===== src/pkg/scd_pkg.sv =====
// constants, field layout and state codes of the scrambler detect control
// assumes a 100 MHz system clock and word-indexed register offsets
//
// Summary of operation
// - control register at index 0x0A, read/write
// - reset clears control bits 15 to 1
// - reset leaves enable bit following the strap
// - bits 13-12 pick signal-present off delay
// - bits 11-10 pick signal-present on delay
// - bits 9-8 pick transmitter-off delay or never
// - transmitter-off delay counts from scrambled quiet start
// - bit 7 delays signal-present assertion when scrambling
// - bit 6 delays signal-present deassertion when scrambling
// - bit 1 loops scrambler output into descrambler
// - strap low lets bit 0 enable scrambling
// - strap high forces enable bit to one
// - read-only line-state status at index 0x10
// - status bit 10 reads inverted detect input
package scd_pkg;

  // register indices; byte address is four times the index
  localparam logic [7:0]  CTRL_IDX      = 8'h0A;
  localparam logic [7:0]  STAT_IDX      = 8'h10;
  localparam logic [7:0]  IRQ_STAT_IDX  = 8'h11;
  localparam logic [7:0]  IRQ_MASK_IDX  = 8'h12;

  // control register fields
  localparam int          CTRL_EN_BIT   = 0;
  localparam int          CTRL_LPBK_BIT = 1;
  localparam int          CTRL_OFFEN_BIT = 6;
  localparam int          CTRL_ONEN_BIT = 7;
  localparam int          CTRL_OPT_LSB  = 8;
  localparam int          CTRL_ON_LSB   = 10;
  localparam int          CTRL_OFF_LSB  = 12;
  localparam logic [15:0] CTRL_RST      = 16'h0000;
  localparam logic [15:0] CTRL_WMASK    = 16'hFFC3;

  // status register fields
  localparam int          STAT_DET_BIT  = 10;

  // interrupt status bits
  localparam int          IRQ_W         = 3;
  localparam int          IRQ_RISE      = 0;
  localparam int          IRQ_FALL      = 1;
  localparam int          IRQ_TXOFF     = 2;

  // bus responses
  localparam logic [1:0]  RESP_OKAY     = 2'h0;
  localparam logic [1:0]  RESP_SLVERR   = 2'h2;

  // clock and delay times
  localparam int          CLK_NS        = 10;
  localparam int          OFF0_NS       = 760;
  localparam int          OFF1_NS       = 1320;
  localparam int          OFF2_NS       = 2520;
  localparam int          OFF3_NS       = 5120;
  localparam int          ON0_NS        = 840;
  localparam int          ON1_NS        = 1320;
  localparam int          ON2_NS        = 2520;
  localparam int          ON3_NS        = 5120;
  localparam int          TXOFF30_US    = 30;
  localparam int          TXOFF50_US    = 50;

  // least delays rounded up to whole cycles
  localparam int OFF0_CYC = (OFF0_NS + CLK_NS - 1) / CLK_NS;
  localparam int OFF1_CYC = (OFF1_NS + CLK_NS - 1) / CLK_NS;
  localparam int OFF2_CYC = (OFF2_NS + CLK_NS - 1) / CLK_NS;
  localparam int OFF3_CYC = (OFF3_NS + CLK_NS - 1) / CLK_NS;
  localparam int ON0_CYC  = (ON0_NS + CLK_NS - 1) / CLK_NS;
  localparam int ON1_CYC  = (ON1_NS + CLK_NS - 1) / CLK_NS;
  localparam int ON2_CYC  = (ON2_NS + CLK_NS - 1) / CLK_NS;
  localparam int ON3_CYC  = (ON3_NS + CLK_NS - 1) / CLK_NS;
  localparam int TXOFF30_CYC = (TXOFF30_US * 1000 + CLK_NS - 1) / CLK_NS;
  localparam int TXOFF50_CYC = (TXOFF50_US * 1000 + CLK_NS - 1) / CLK_NS;

  // signal-present filter states
  typedef enum logic [3:0]
  {
    SD_LOW      = 4'h1,
    SD_WAIT_ON  = 4'h2,
    SD_HIGH     = 4'h4,
    SD_WAIT_OFF = 4'h8
  } scd_sd_state_t;

  // transmitter-off sequencer states
  typedef enum logic [2:0]
  {
    TX_IDLE = 3'h1,
    TX_WAIT = 3'h2,
    TX_OFF  = 3'h4
  } scd_tx_state_t;

endpackage


===== src/verilog/scd_sync2.sv =====
// two-flop synchroniser for asynchronous pin levels
// assumes the inputs are slow levels, not single-cycle pulses
module scd_sync2
  import scd_pkg::*;
#(
  parameter int W = 2
)
(
  input  wire logic         sys_clk_i,
  input  wire logic         rst_n_i,
  input  wire logic [W-1:0] async_i,
  output logic      [W-1:0] sync_o
);

  logic [W-1:0] meta_q;  // first stage, read only by second stage
  logic [W-1:0] sync_q;  // second stage

  // two stages back to back
  always_ff @(posedge sys_clk_i or negedge rst_n_i)
  begin
    if (!rst_n_i)
    begin
      meta_q <= '0;
      sync_q <= '0;
    end
    else
    begin
      meta_q <= async_i;
      sync_q <= meta_q;
    end
  end

  assign sync_o = sync_q;

endmodule


===== src/verilog/scd_timer.sv =====
// loadable down-counter giving a done pulse a set number of cycles
// after start; dropping run abandons the count
// assumes load_i is at least one
module scd_timer
  import scd_pkg::*;
#(
  parameter int CNT_W = 13
)
(
  input  wire logic             sys_clk_i,
  input  wire logic             rst_n_i,
  input  wire logic             start_i,
  input  wire logic             run_i,
  input  wire logic [CNT_W-1:0] load_i,
  output logic                  done_o
);

  logic [CNT_W-1:0] cnt_q;   // cycles left minus one
  logic [CNT_W-1:0] cnt_d;
  logic             busy_q;  // count in progress
  logic             busy_d;

  // done when the last cycle of the count is reached
  assign done_o = busy_q & run_i & ~start_i & (cnt_q == '0);

  // next count
  always_comb
  begin
    cnt_d  = cnt_q;
    busy_d = busy_q;
    if (start_i)
    begin
      cnt_d  = load_i - CNT_W'(1);
      busy_d = 1'b1;
    end
    else if (!run_i || done_o)
    begin
      busy_d = 1'b0;
    end
    else if (busy_q)
    begin
      cnt_d = cnt_q - CNT_W'(1);
    end
  end

  // count registers
  always_ff @(posedge sys_clk_i or negedge rst_n_i)
  begin
    if (!rst_n_i)
    begin
      cnt_q  <= '0;
      busy_q <= 1'b0;
    end
    else
    begin
      cnt_q  <= cnt_d;
      busy_q <= busy_d;
    end
  end

endmodule


===== src/verilog/scd_top.sv =====
// scrambler control, signal-present filter and transmitter-off timing
// with an AXI4-Lite register slave
// assumes pins are asynchronous; tx_quiet_i and lsm_info_i are on sys_clk_i
module scd_top
  import scd_pkg::*;
#(
  parameter int         CNT_W       = 13,
  parameter int         TX30_CYC    = TXOFF30_CYC,
  parameter int         TX50_CYC    = TXOFF50_CYC,
  parameter logic [4:0] REV_ID      = 5'h05  // arbitrary revision value
)
(
  input  wire logic        sys_clk_i,
  input  wire logic        rst_n_i,
  // axi4-lite slave
  input  wire logic [7:0]  s_axi_awaddr,
  input  wire logic        s_axi_awvalid,
  output logic             s_axi_awready,
  input  wire logic [31:0] s_axi_wdata,
  input  wire logic [3:0]  s_axi_wstrb,
  input  wire logic        s_axi_wvalid,
  output logic             s_axi_wready,
  output logic [1:0]       s_axi_bresp,
  output logic             s_axi_bvalid,
  input  wire logic        s_axi_bready,
  input  wire logic [7:0]  s_axi_araddr,
  input  wire logic        s_axi_arvalid,
  output logic             s_axi_arready,
  output logic [31:0]      s_axi_rdata,
  output logic [1:0]       s_axi_rresp,
  output logic             s_axi_rvalid,
  input  wire logic        s_axi_rready,
  // line side and internal datapath
  input  wire logic        scramble_strap_pin_i,
  input  wire logic        detect_input_pin_i,
  input  wire logic        tx_quiet_i,
  input  wire logic [9:0]  lsm_info_i,
  output logic             scrambler_en_o,
  output logic             scrambler_loopback_bit_o,
  output logic             signal_present_o,
  output logic             transmitter_off_output_o,
  output logic             irq_o
);

  // one-hot decode of a byte address: {mask, irq, status, control}
  function automatic logic [3:0] addr_dec(input logic [7:0] addr);
    addr_dec    = 4'h0;
    addr_dec[0] = (addr[7:2] == CTRL_IDX[5:0]);
    addr_dec[1] = (addr[7:2] == STAT_IDX[5:0]);
    addr_dec[2] = (addr[7:2] == IRQ_STAT_IDX[5:0]);
    addr_dec[3] = (addr[7:2] == IRQ_MASK_IDX[5:0]);
  endfunction

  // byte-lane merge of write data into a 16-bit register
  function automatic logic [15:0] merge16(input logic [15:0] old,
                                          input logic [31:0] wd,
                                          input logic [3:0]  strb);
    merge16 = old;
    if (strb[0])
      merge16[7:0] = wd[7:0];
    if (strb[1])
      merge16[15:8] = wd[15:8];
  endfunction

  // synchronised pins
  logic [1:0]       pins_s;
  logic             strap_s;      // strap level
  logic             detect_s;     // detect level

  // bus state
  logic             aw_held_q, aw_held_d;
  logic [7:0]       aw_addr_q, aw_addr_d;
  logic             w_held_q, w_held_d;
  logic [31:0]      w_data_q, w_data_d;
  logic [3:0]       w_strb_q, w_strb_d;
  logic             bvalid_q, bvalid_d;
  logic [1:0]       bresp_q, bresp_d;
  logic             rvalid_q, rvalid_d;
  logic [31:0]      rdata_q, rdata_d;
  logic [1:0]       rresp_q, rresp_d;
  logic             do_wr;        // both write halves present
  logic [3:0]       wr_sel;       // decoded write target
  logic             ar_hs;        // read address taken
  logic [3:0]       rd_sel;       // decoded read target

  // register state
  logic [15:0]      ctrl_q, ctrl_d;
  logic [IRQ_W-1:0] irq_q, irq_d;
  logic [IRQ_W-1:0] mask_q, mask_d;
  logic [15:0]      mask_wr;      // merged mask write
  logic             irq_out_q, irq_out_d;
  logic [IRQ_W-1:0] events;
  logic [15:0]      status;
  logic             scr_en;       // scrambling active by pin or bit

  // filter and sequencer state
  scd_sd_state_t    sd_q, sd_d;
  logic             sp_q, sp_d;
  logic             sd_start;
  logic [CNT_W-1:0] sd_load;
  logic             sd_done;
  scd_tx_state_t    tx_q, tx_d;
  logic             txoff_q, txoff_d;
  logic             tx_start;
  logic [CNT_W-1:0] tx_load;
  logic             tx_done;

  // pin synchroniser
  scd_sync2 #(
    .W (2)
  ) u_sync (
    .sys_clk_i (sys_clk_i),
    .rst_n_i   (rst_n_i),
    .async_i   ({scramble_strap_pin_i, detect_input_pin_i}),
    .sync_o    (pins_s)
  );

  assign strap_s  = pins_s[1];
  assign detect_s = pins_s[0];

  // bus handshakes
  assign s_axi_awready = ~aw_held_q & ~bvalid_q;
  assign s_axi_wready  = ~w_held_q & ~bvalid_q;
  assign s_axi_arready = ~rvalid_q;
  assign s_axi_bvalid  = bvalid_q;
  assign s_axi_bresp   = bresp_q;
  assign s_axi_rvalid  = rvalid_q;
  assign s_axi_rdata   = rdata_q;
  assign s_axi_rresp   = rresp_q;
  assign do_wr  = aw_held_q & w_held_q & ~bvalid_q;
  assign wr_sel = addr_dec(aw_addr_q);
  assign ar_hs  = s_axi_arvalid & ~rvalid_q;
  assign rd_sel = addr_dec(s_axi_araddr);

  // read-only line-state status view
  assign status = {REV_ID, ~detect_s, lsm_info_i};

  // write channel collection and response
  always_comb
  begin
    aw_held_d = aw_held_q;
    aw_addr_d = aw_addr_q;
    w_held_d  = w_held_q;
    w_data_d  = w_data_q;
    w_strb_d  = w_strb_q;
    bvalid_d  = bvalid_q;
    bresp_d   = bresp_q;
    if (s_axi_awvalid && s_axi_awready)
    begin
      aw_held_d = 1'b1;
      aw_addr_d = s_axi_awaddr;
    end
    if (s_axi_wvalid && s_axi_wready)
    begin
      w_held_d = 1'b1;
      w_data_d = s_axi_wdata;
      w_strb_d = s_axi_wstrb;
    end
    if (do_wr)
    begin
      aw_held_d = 1'b0;
      w_held_d  = 1'b0;
      bvalid_d  = 1'b1;
      // status writes are ignored; unmapped addresses fail
      bresp_d   = (wr_sel != 4'h0) ? RESP_OKAY : RESP_SLVERR;
    end
    else if (bvalid_q && s_axi_bready)
    begin
      bvalid_d = 1'b0;
    end
  end

  // read channel
  always_comb
  begin
    rvalid_d = rvalid_q;
    rdata_d  = rdata_q;
    rresp_d  = rresp_q;
    if (ar_hs)
    begin
      rvalid_d = 1'b1;
      rresp_d  = RESP_OKAY;
      unique case (1'b1)
        rd_sel[0]: rdata_d = {16'h0000, ctrl_q};
        rd_sel[1]: rdata_d = {16'h0000, status};
        rd_sel[2]: rdata_d = {29'h00000000, irq_q};
        rd_sel[3]: rdata_d = {29'h00000000, mask_q};
        default:
        begin
          // unmapped address
          rdata_d = 32'h00000000;
          rresp_d = RESP_SLVERR;
        end
      endcase
    end
    else if (rvalid_q && s_axi_rready)
    begin
      rvalid_d = 1'b0;
    end
  end

  // bus registers
  always_ff @(posedge sys_clk_i or negedge rst_n_i)
  begin
    if (!rst_n_i)
    begin
      aw_held_q <= 1'b0;
      aw_addr_q <= 8'h00;
      w_held_q  <= 1'b0;
      w_data_q  <= 32'h00000000;
      w_strb_q  <= 4'h0;
      bvalid_q  <= 1'b0;
      bresp_q   <= RESP_OKAY;
      rvalid_q  <= 1'b0;
      rdata_q   <= 32'h00000000;
      rresp_q   <= RESP_OKAY;
    end
    else
    begin
      aw_held_q <= aw_held_d;
      aw_addr_q <= aw_addr_d;
      w_held_q  <= w_held_d;
      w_data_q  <= w_data_d;
      w_strb_q  <= w_strb_d;
      bvalid_q  <= bvalid_d;
      bresp_q   <= bresp_d;
      rvalid_q  <= rvalid_d;
      rdata_q   <= rdata_d;
      rresp_q   <= rresp_d;
    end
  end

  // control, mask and interrupt status next values
  always_comb
  begin
    ctrl_d = ctrl_q;
    mask_d = mask_q;
    mask_wr = merge16({13'h0000, mask_q}, w_data_q, w_strb_q);
    if (do_wr && wr_sel[0])
      ctrl_d = merge16(ctrl_q, w_data_q, w_strb_q);
    if (do_wr && wr_sel[3])
      mask_d = mask_wr[IRQ_W-1:0];
    // reserved bits 5-2 never store
    ctrl_d = ctrl_d & CTRL_WMASK;
    // strap high pins the enable bit to one, also right after reset
    if (strap_s)
      ctrl_d[CTRL_EN_BIT] = 1'b1;
    // a read clears, a new event in the same cycle survives
    irq_d     = ((ar_hs && rd_sel[2]) ? '0 : irq_q) | events;
    irq_out_d = |(irq_d & mask_d);
  end

  // register file
  always_ff @(posedge sys_clk_i or negedge rst_n_i)
  begin
    if (!rst_n_i)
    begin
      ctrl_q    <= CTRL_RST;
      mask_q    <= '0;
      irq_q     <= '0;
      irq_out_q <= 1'b0;
    end
    else
    begin
      ctrl_q    <= ctrl_d;
      mask_q    <= mask_d;
      irq_q     <= irq_d;
      irq_out_q <= irq_out_d;
    end
  end

  // scrambling runs on either source
  assign scr_en = ctrl_q[CTRL_EN_BIT] | strap_s;
  assign scrambler_en_o           = scr_en;
  assign scrambler_loopback_bit_o = ctrl_q[CTRL_LPBK_BIT];
  assign irq_o                    = irq_out_q;

  // events for the interrupt status
  assign events[IRQ_RISE]  = sp_d & ~sp_q;
  assign events[IRQ_FALL]  = ~sp_d & sp_q;
  assign events[IRQ_TXOFF] = txoff_d & ~txoff_q;

  // delay counts for the current filter direction
  always_comb
  begin
    sd_load = CNT_W'(OFF0_CYC);
    if (sd_q == SD_LOW)
    begin
      unique case (ctrl_q[CTRL_ON_LSB +: 2])
        2'h0: sd_load = CNT_W'(ON0_CYC);
        2'h1: sd_load = CNT_W'(ON1_CYC);
        2'h2: sd_load = CNT_W'(ON2_CYC);
        2'h3: sd_load = CNT_W'(ON3_CYC);
      endcase
    end
    else
    begin
      unique case (ctrl_q[CTRL_OFF_LSB +: 2])
        2'h0: sd_load = CNT_W'(OFF0_CYC);
        2'h1: sd_load = CNT_W'(OFF1_CYC);
        2'h2: sd_load = CNT_W'(OFF2_CYC);
        2'h3: sd_load = CNT_W'(OFF3_CYC);
      endcase
    end
  end

  // signal-present filter next state
  always_comb
  begin
    sd_d     = sd_q;
    sd_start = 1'b0;
    if (!scr_en)
    begin
      // plain follow of the detect level
      sd_d = detect_s ? SD_HIGH : SD_LOW;
    end
    else
    begin
      unique case (sd_q)
        SD_LOW:
        begin
          if (detect_s && ctrl_q[CTRL_ONEN_BIT])
          begin
            sd_d     = SD_WAIT_ON;
            sd_start = 1'b1;
          end
          else if (detect_s)
            sd_d = SD_HIGH;
        end
        SD_WAIT_ON:
        begin
          // descrambler gets time to lock; a drop restarts
          if (!detect_s)
            sd_d = SD_LOW;
          else if (sd_done)
            sd_d = SD_HIGH;
        end
        SD_HIGH:
        begin
          if (!detect_s && ctrl_q[CTRL_OFFEN_BIT])
          begin
            sd_d     = SD_WAIT_OFF;
            sd_start = 1'b1;
          end
          else if (!detect_s)
            sd_d = SD_LOW;
        end
        SD_WAIT_OFF:
        begin
          // detect returning cancels the pending drop
          if (detect_s)
            sd_d = SD_HIGH;
          else if (sd_done)
            sd_d = SD_LOW;
        end
        default: sd_d = SD_LOW;
      endcase
    end
    sp_d = (sd_d == SD_HIGH) || (sd_d == SD_WAIT_OFF);
  end

  // filter registers
  always_ff @(posedge sys_clk_i or negedge rst_n_i)
  begin
    if (!rst_n_i)
    begin
      sd_q <= SD_LOW;
      sp_q <= 1'b0;
    end
    else
    begin
      sd_q <= sd_d;
      sp_q <= sp_d;
    end
  end

  assign signal_present_o = sp_q;

  // filter delay counter
  scd_timer #(
    .CNT_W (CNT_W)
  ) u_sd_timer (
    .sys_clk_i (sys_clk_i),
    .rst_n_i   (rst_n_i),
    .start_i   (sd_start),
    .run_i     ((sd_q == SD_WAIT_ON) || (sd_q == SD_WAIT_OFF) || sd_start),
    .load_i    (sd_load),
    .done_o    (sd_done)
  );

  // transmitter-off sequencer next state
  always_comb
  begin
    tx_d     = tx_q;
    tx_start = 1'b0;
    tx_load  = (ctrl_q[CTRL_OPT_LSB +: 2] == 2'h1) ? CNT_W'(TX30_CYC)
                                                    : CNT_W'(TX50_CYC);
    if (!scr_en || !tx_quiet_i)
    begin
      tx_d = TX_IDLE;
    end
    else
    begin
      unique case (tx_q)
        TX_IDLE:
        begin
          // quiet symbols just started
          unique case (ctrl_q[CTRL_OPT_LSB +: 2])
            2'h0: tx_d = TX_OFF;
            2'h1, 2'h2:
            begin
              tx_d     = TX_WAIT;
              tx_start = 1'b1;
            end
            2'h3: tx_d = TX_WAIT;  // parks without arming the timer
          endcase
        end
        TX_WAIT:
        begin
          if (tx_done)
            tx_d = TX_OFF;
        end
        TX_OFF:  tx_d = TX_OFF;
        default: tx_d = TX_IDLE;
      endcase
    end
    txoff_d = (tx_d == TX_OFF);
  end

  // sequencer registers
  always_ff @(posedge sys_clk_i or negedge rst_n_i)
  begin
    if (!rst_n_i)
    begin
      tx_q    <= TX_IDLE;
      txoff_q <= 1'b0;
    end
    else
    begin
      tx_q    <= tx_d;
      txoff_q <= txoff_d;
    end
  end

  assign transmitter_off_output_o = txoff_q;

  // transmitter-off delay counter
  scd_timer #(
    .CNT_W (CNT_W)
  ) u_tx_timer (
    .sys_clk_i (sys_clk_i),
    .rst_n_i   (rst_n_i),
    .start_i   (tx_start),
    .run_i     ((tx_q == TX_WAIT) || tx_start),
    .load_i    (tx_load),
    .done_o    (tx_done)
  );

endmodule

===== config.mk =====
export PLATFORM = sky130hd
export DESIGN_NAME = scd_top
export DESIGN_NICKNAME = d
export VERILOG_FILES = /design/src/pkg/scd_pkg.sv /design/src/verilog/scd_sync2.sv /design/src/verilog/scd_timer.sv /design/src/verilog/scd_top.sv
export SDC_FILE = /design/constraint.sdc
export NUM_CORES = 1
export LEC_CHECK = 0
export BUFFER_PORTS_ARGS = -buffer_cell sky130_fd_sc_hd__buf_2
export CAP_MARGIN = 30
export CORE_MARGIN = 1.5
export CORE_UTILIZATION = 55
export CTS_BUF_LIST = sky130_fd_sc_hd__clkbuf_8 sky130_fd_sc_hd__clkbuf_16
export DETAILED_ROUTE_END_ITERATION = 7
export GPL_TIMING_DRIVEN = 1
export HOLD_SLACK_MARGIN = 0.12
export PLACE_DENSITY_LB_ADDON = 0.25
export SYNTH_ARGS = -nofsm -noshare
export SYNTH_HDL_FRONTEND = slang
export SYNTH_HIERARCHICAL = 1
export SYNTH_SLANG_ARGS = --single-unit

===== constraint.sdc =====
create_clock -name sys_clk_i -period 4.95 [get_ports sys_clk_i]
set_input_delay 0.495 -clock sys_clk_i [delete_from_list [all_inputs] [get_ports sys_clk_i]]
set_output_delay 0.495 -clock sys_clk_i [all_outputs]
set_load 0.005 [all_outputs]

==> summary.md <==
| Metric | Value |
|---|---|
| Outcome | completed |
| Largest net degree at the start of global routing | 74 |
| Finished Layout Cells | 854 |
| Share of cells above drive strength 1 | 21.7% |
| Final min period | roughly 3700 ps |
| Layout Nets | 797 |
| VDD IR max | 310 uV |
| Setup CP Type | flip-flop to flip-flop |
| Final setup violation count | 0 |
| Mux cell area share after synthesis | 8.10% |
| CP Max Fanout | 25 |
| Startpoint Class | flip-flop |
| Grt total ovfl | 0 |
| Mapped Area | 5980 um^2 |
| Synthesized netlist cell count | 603 |
| Initial DRC count | approximately 320 |
| Clock latency on the worst-skew pair | 370 ps |
| Fin crit share | 74.3% |
| P_sw | 1.07 mW |
| Sw Share | 37.3% |
| Worst-path clk slew | 100 ps |
| Yosys top cell area share | 42.3% |
| Post-place setup slack | 1320 ps |
| Final WS setup | 1270 ps |
| Arrival @ worst endpoint | 3950 ps |
| Sequential area share after synthesis | 43.2% |
| R2R Setup Slk | approximately 1300 ps |
| Max Clock Freq | between 0.2 and 0.3 GHz |
| Synth Flop Type | dfrtp_1 |
| GP Congestion | about 0.81 |
| Number of antenna violations at the first check in global routing | 0 |
| Diode count | 0 |
| Slew @ Worst Pin | 912 ps |
| Gates resized, CTS repair | 0 |
| Final wirelength | ~13,000 um |
| Vias/cell | about 6 |
| Largest family of logic cells by synthesized area | simple AND/OR/NAND/NOR gates |
| Clock sinks | 103 |
| Antenna viol nets, final | 0 |
| Register share of total power | between 40% and 50% |
| RSZ-0062 raised after global routing | false |
| Simple-gate area share of the yosys netlist | 21.5% |
| Slew Limit Fails | 0 |
| Clock power share | 21.3% |
| GRT Overall Usage | about a quarter |
| Buffer depth of the longest clock path | 2 |
| Compound-cell area share of the yosys netlist | 15.5% |
| Root buffer cell | clkbuf_8 |
| Synth-to-Final Area Change | 13.2% |
| WL/cell | ~16 um |
| Post-Synth XOR/XNOR Area | a little under 3% |
| Slew HR | 39.1% |
| Top cell type by total area after synthesis | dfrtp_1 |
| Global-route wire length before repair | 23,200 um |
| DR vias | about 5,000 |
| Worst setup EP type | flip-flop |
| Max-cap violations | 0 |
| Internal power | 1.79 mW |
| Pleak | 2.98 nW |
| Syn_area_per_cell | between 9 and 10 um^2 |
| Yosys warns | 6 |
| WP data required | ~5200 ps |
| Dpl hpwl | 9590 um |
| Core Util, Final | around two thirds |
| Setup Total Neg Slack | 0 ps |
| Worst hold-check path type | primary input to flip-flop |
| DR DRC count | 0 |
| Vias in the first global route | ~4,900 |
| Async SR Flop Fraction | 100% |
| Final number of hold-violating endpoints | 0 |
| CTS buffer count | 9 |
| Core Area | 10,400 um^2 |
| EDFF count, synth | 0 |
| Port-buffer cells | 74 |
| #FFs+latches synth | between 100 and 150 |
| DR pass1 iterations | 5 |
| Initial Utilization | 57.4% |
| Most common cell in the netlist | dfrtp_1 |
| H-tree depth | 3 |
| Final Skew | 11.7 ps |
| Post-Synth Adder-Cell Area | 2.51% |
| PD cells | around 420 nW/um^2 |
| I/O pin count | 118 |
| Synth top area cells | dfrtp_1, mux2_2, nand2_1, o21ai_0, ha_1 |
| Die Width | 107 um |
| Netlist cell types | 69 |
| Setup Buffers After CTS | 0 |
| Die H | 107 um |
| Synth cell count leaders | dfrtp_1, nand2_1, nor2_1 |
| CTS tree | yes |
| Dpl cells | 836 |
| Num rows | 37 |
| Die footprint | 11,500 um^2 |
| Comb power frac | between 30% and 40% |
[cells by family after synthesis]
logic type                 after synthesis
DFF                                    103
other                                    2
muxes                                   44
xor gates and xnor gates                20
buffers and inverters                   64
adders and majority gates               12
and+or+nand+nor                        220
AOI/OAI and AO/OA                      138
[sequential cells by signal (all words and copies together), names as in the netlist, 2 cells and up]
name and flops:
aw_addr_q 6, ctrl_q 12, irq_q 3, mask_q 3, s_axi_rdata 16, sd_q 4
tx_q 3, u_sd_timer/cnt_q 13, u_sync/meta_q 2, u_sync/sync_o 2, u_tx_timer/cnt_q 13, w_data_q 13
w_strb_q 2
[area by class of cell]
type,instances,area [um^2]
Multi-Input combinational cell,495,3260
Timing Repair Buffer,80,440
Sequential cell,103,2580
Clock buffer,9,124
Clock inverter,7,101
Fill cell,861,3650
Tap cell,136,170
Inverter,24,90.1
[metrics by stage]
stage          hold slack, ps  instance area, um^2  total power [mW]
3_3_place_gp              333                 6500              2.17
6_report                  229                 6770              2.86
4_1_cts                   216                 6730              2.85
3_5_place_dp              343                 6500              2.25
2_1_floorplan             199                 6200              1.99
5_1_grt                   211                 6770              3.06
[worst paths after layout]
path / cells after the start / startpoint / end
max: 10 / sd_q[1] / u_sd_timer/cnt_q[12]
min: 1 / scramble_strap_pin_i / u_sync/meta_q[1]
max reg2reg: 10 / sd_q[1] / u_sd_timer/cnt_q[12]
min reg2reg: 0 / u_sync/meta_q[1] / u_sync/sync_o[1]
max in group asynchronous: 4 / rst_n_i / s_axi_rdata[10]
min in group asynchronous: 2 / rst_n_i / aw_addr_q[2]
[timing repair]
action	4_1_cts	5_1_grt
endpoints found under the setup margin	0	0
endpoints found under the hold margin	0	2
hold buffers	0	1
[layout by cell type, fill, tap and decap left out, drive strengths merged, types with 4 or more instances in the layout]
cell type	n
a21o	5
a21oi	31
a22oi	13
a32oi	5
and2	6
buf	79
clkbuf	9
conb	61
dfrtp	101
ha	12
inv	25
mux2	35
mux2i	9
nand2	46
nand2b	7
nand3	11
nand3b	7
nor2	40
nor2b	6
nor3	26
nor3b	17
nor4	18
nor4b	4
o211ai	4
o21ai	36
o22ai	8
o311ai	4
or2	5
or3	7
or4	8
xnor2	12
xor2	8
[power groups by stage]
stage	logic, mW	clock network, mW	registers (mW)
after floorplan	0.790	0	1.20
after global placement	0.924	0	1.25
after detailed placement	0.981	0	1.26
after CTS	0.988	0.615	1.25
after global routing	1.12	0.647	1.29
final	0.995	0.609	1.26
[per-layer routing]
layer / vias to the layer above / track usage [%] / wire [um]
met5: - / 0 / 0
met3: 13 / 4.62 / 823
li1: 2357 / - / -
met2: 175 / 42.4 / 6650
met1: 2433 / 33.5 / 5850
met4: 0 / 6.95 / 148
[critical path, cell delays in order (launching register included)]
cell and delay [ps]:
dfrtp_1 530, nor4b_4 320, buf_4 220, a32oi_1 160, nor2_2 620, buf_4 390
nor3b_1 330, o21ai_2 210, nor3_1 390, a211oi_1 140, nor4_1 270
Note: power is estimated with default switching activity, not from simulation.
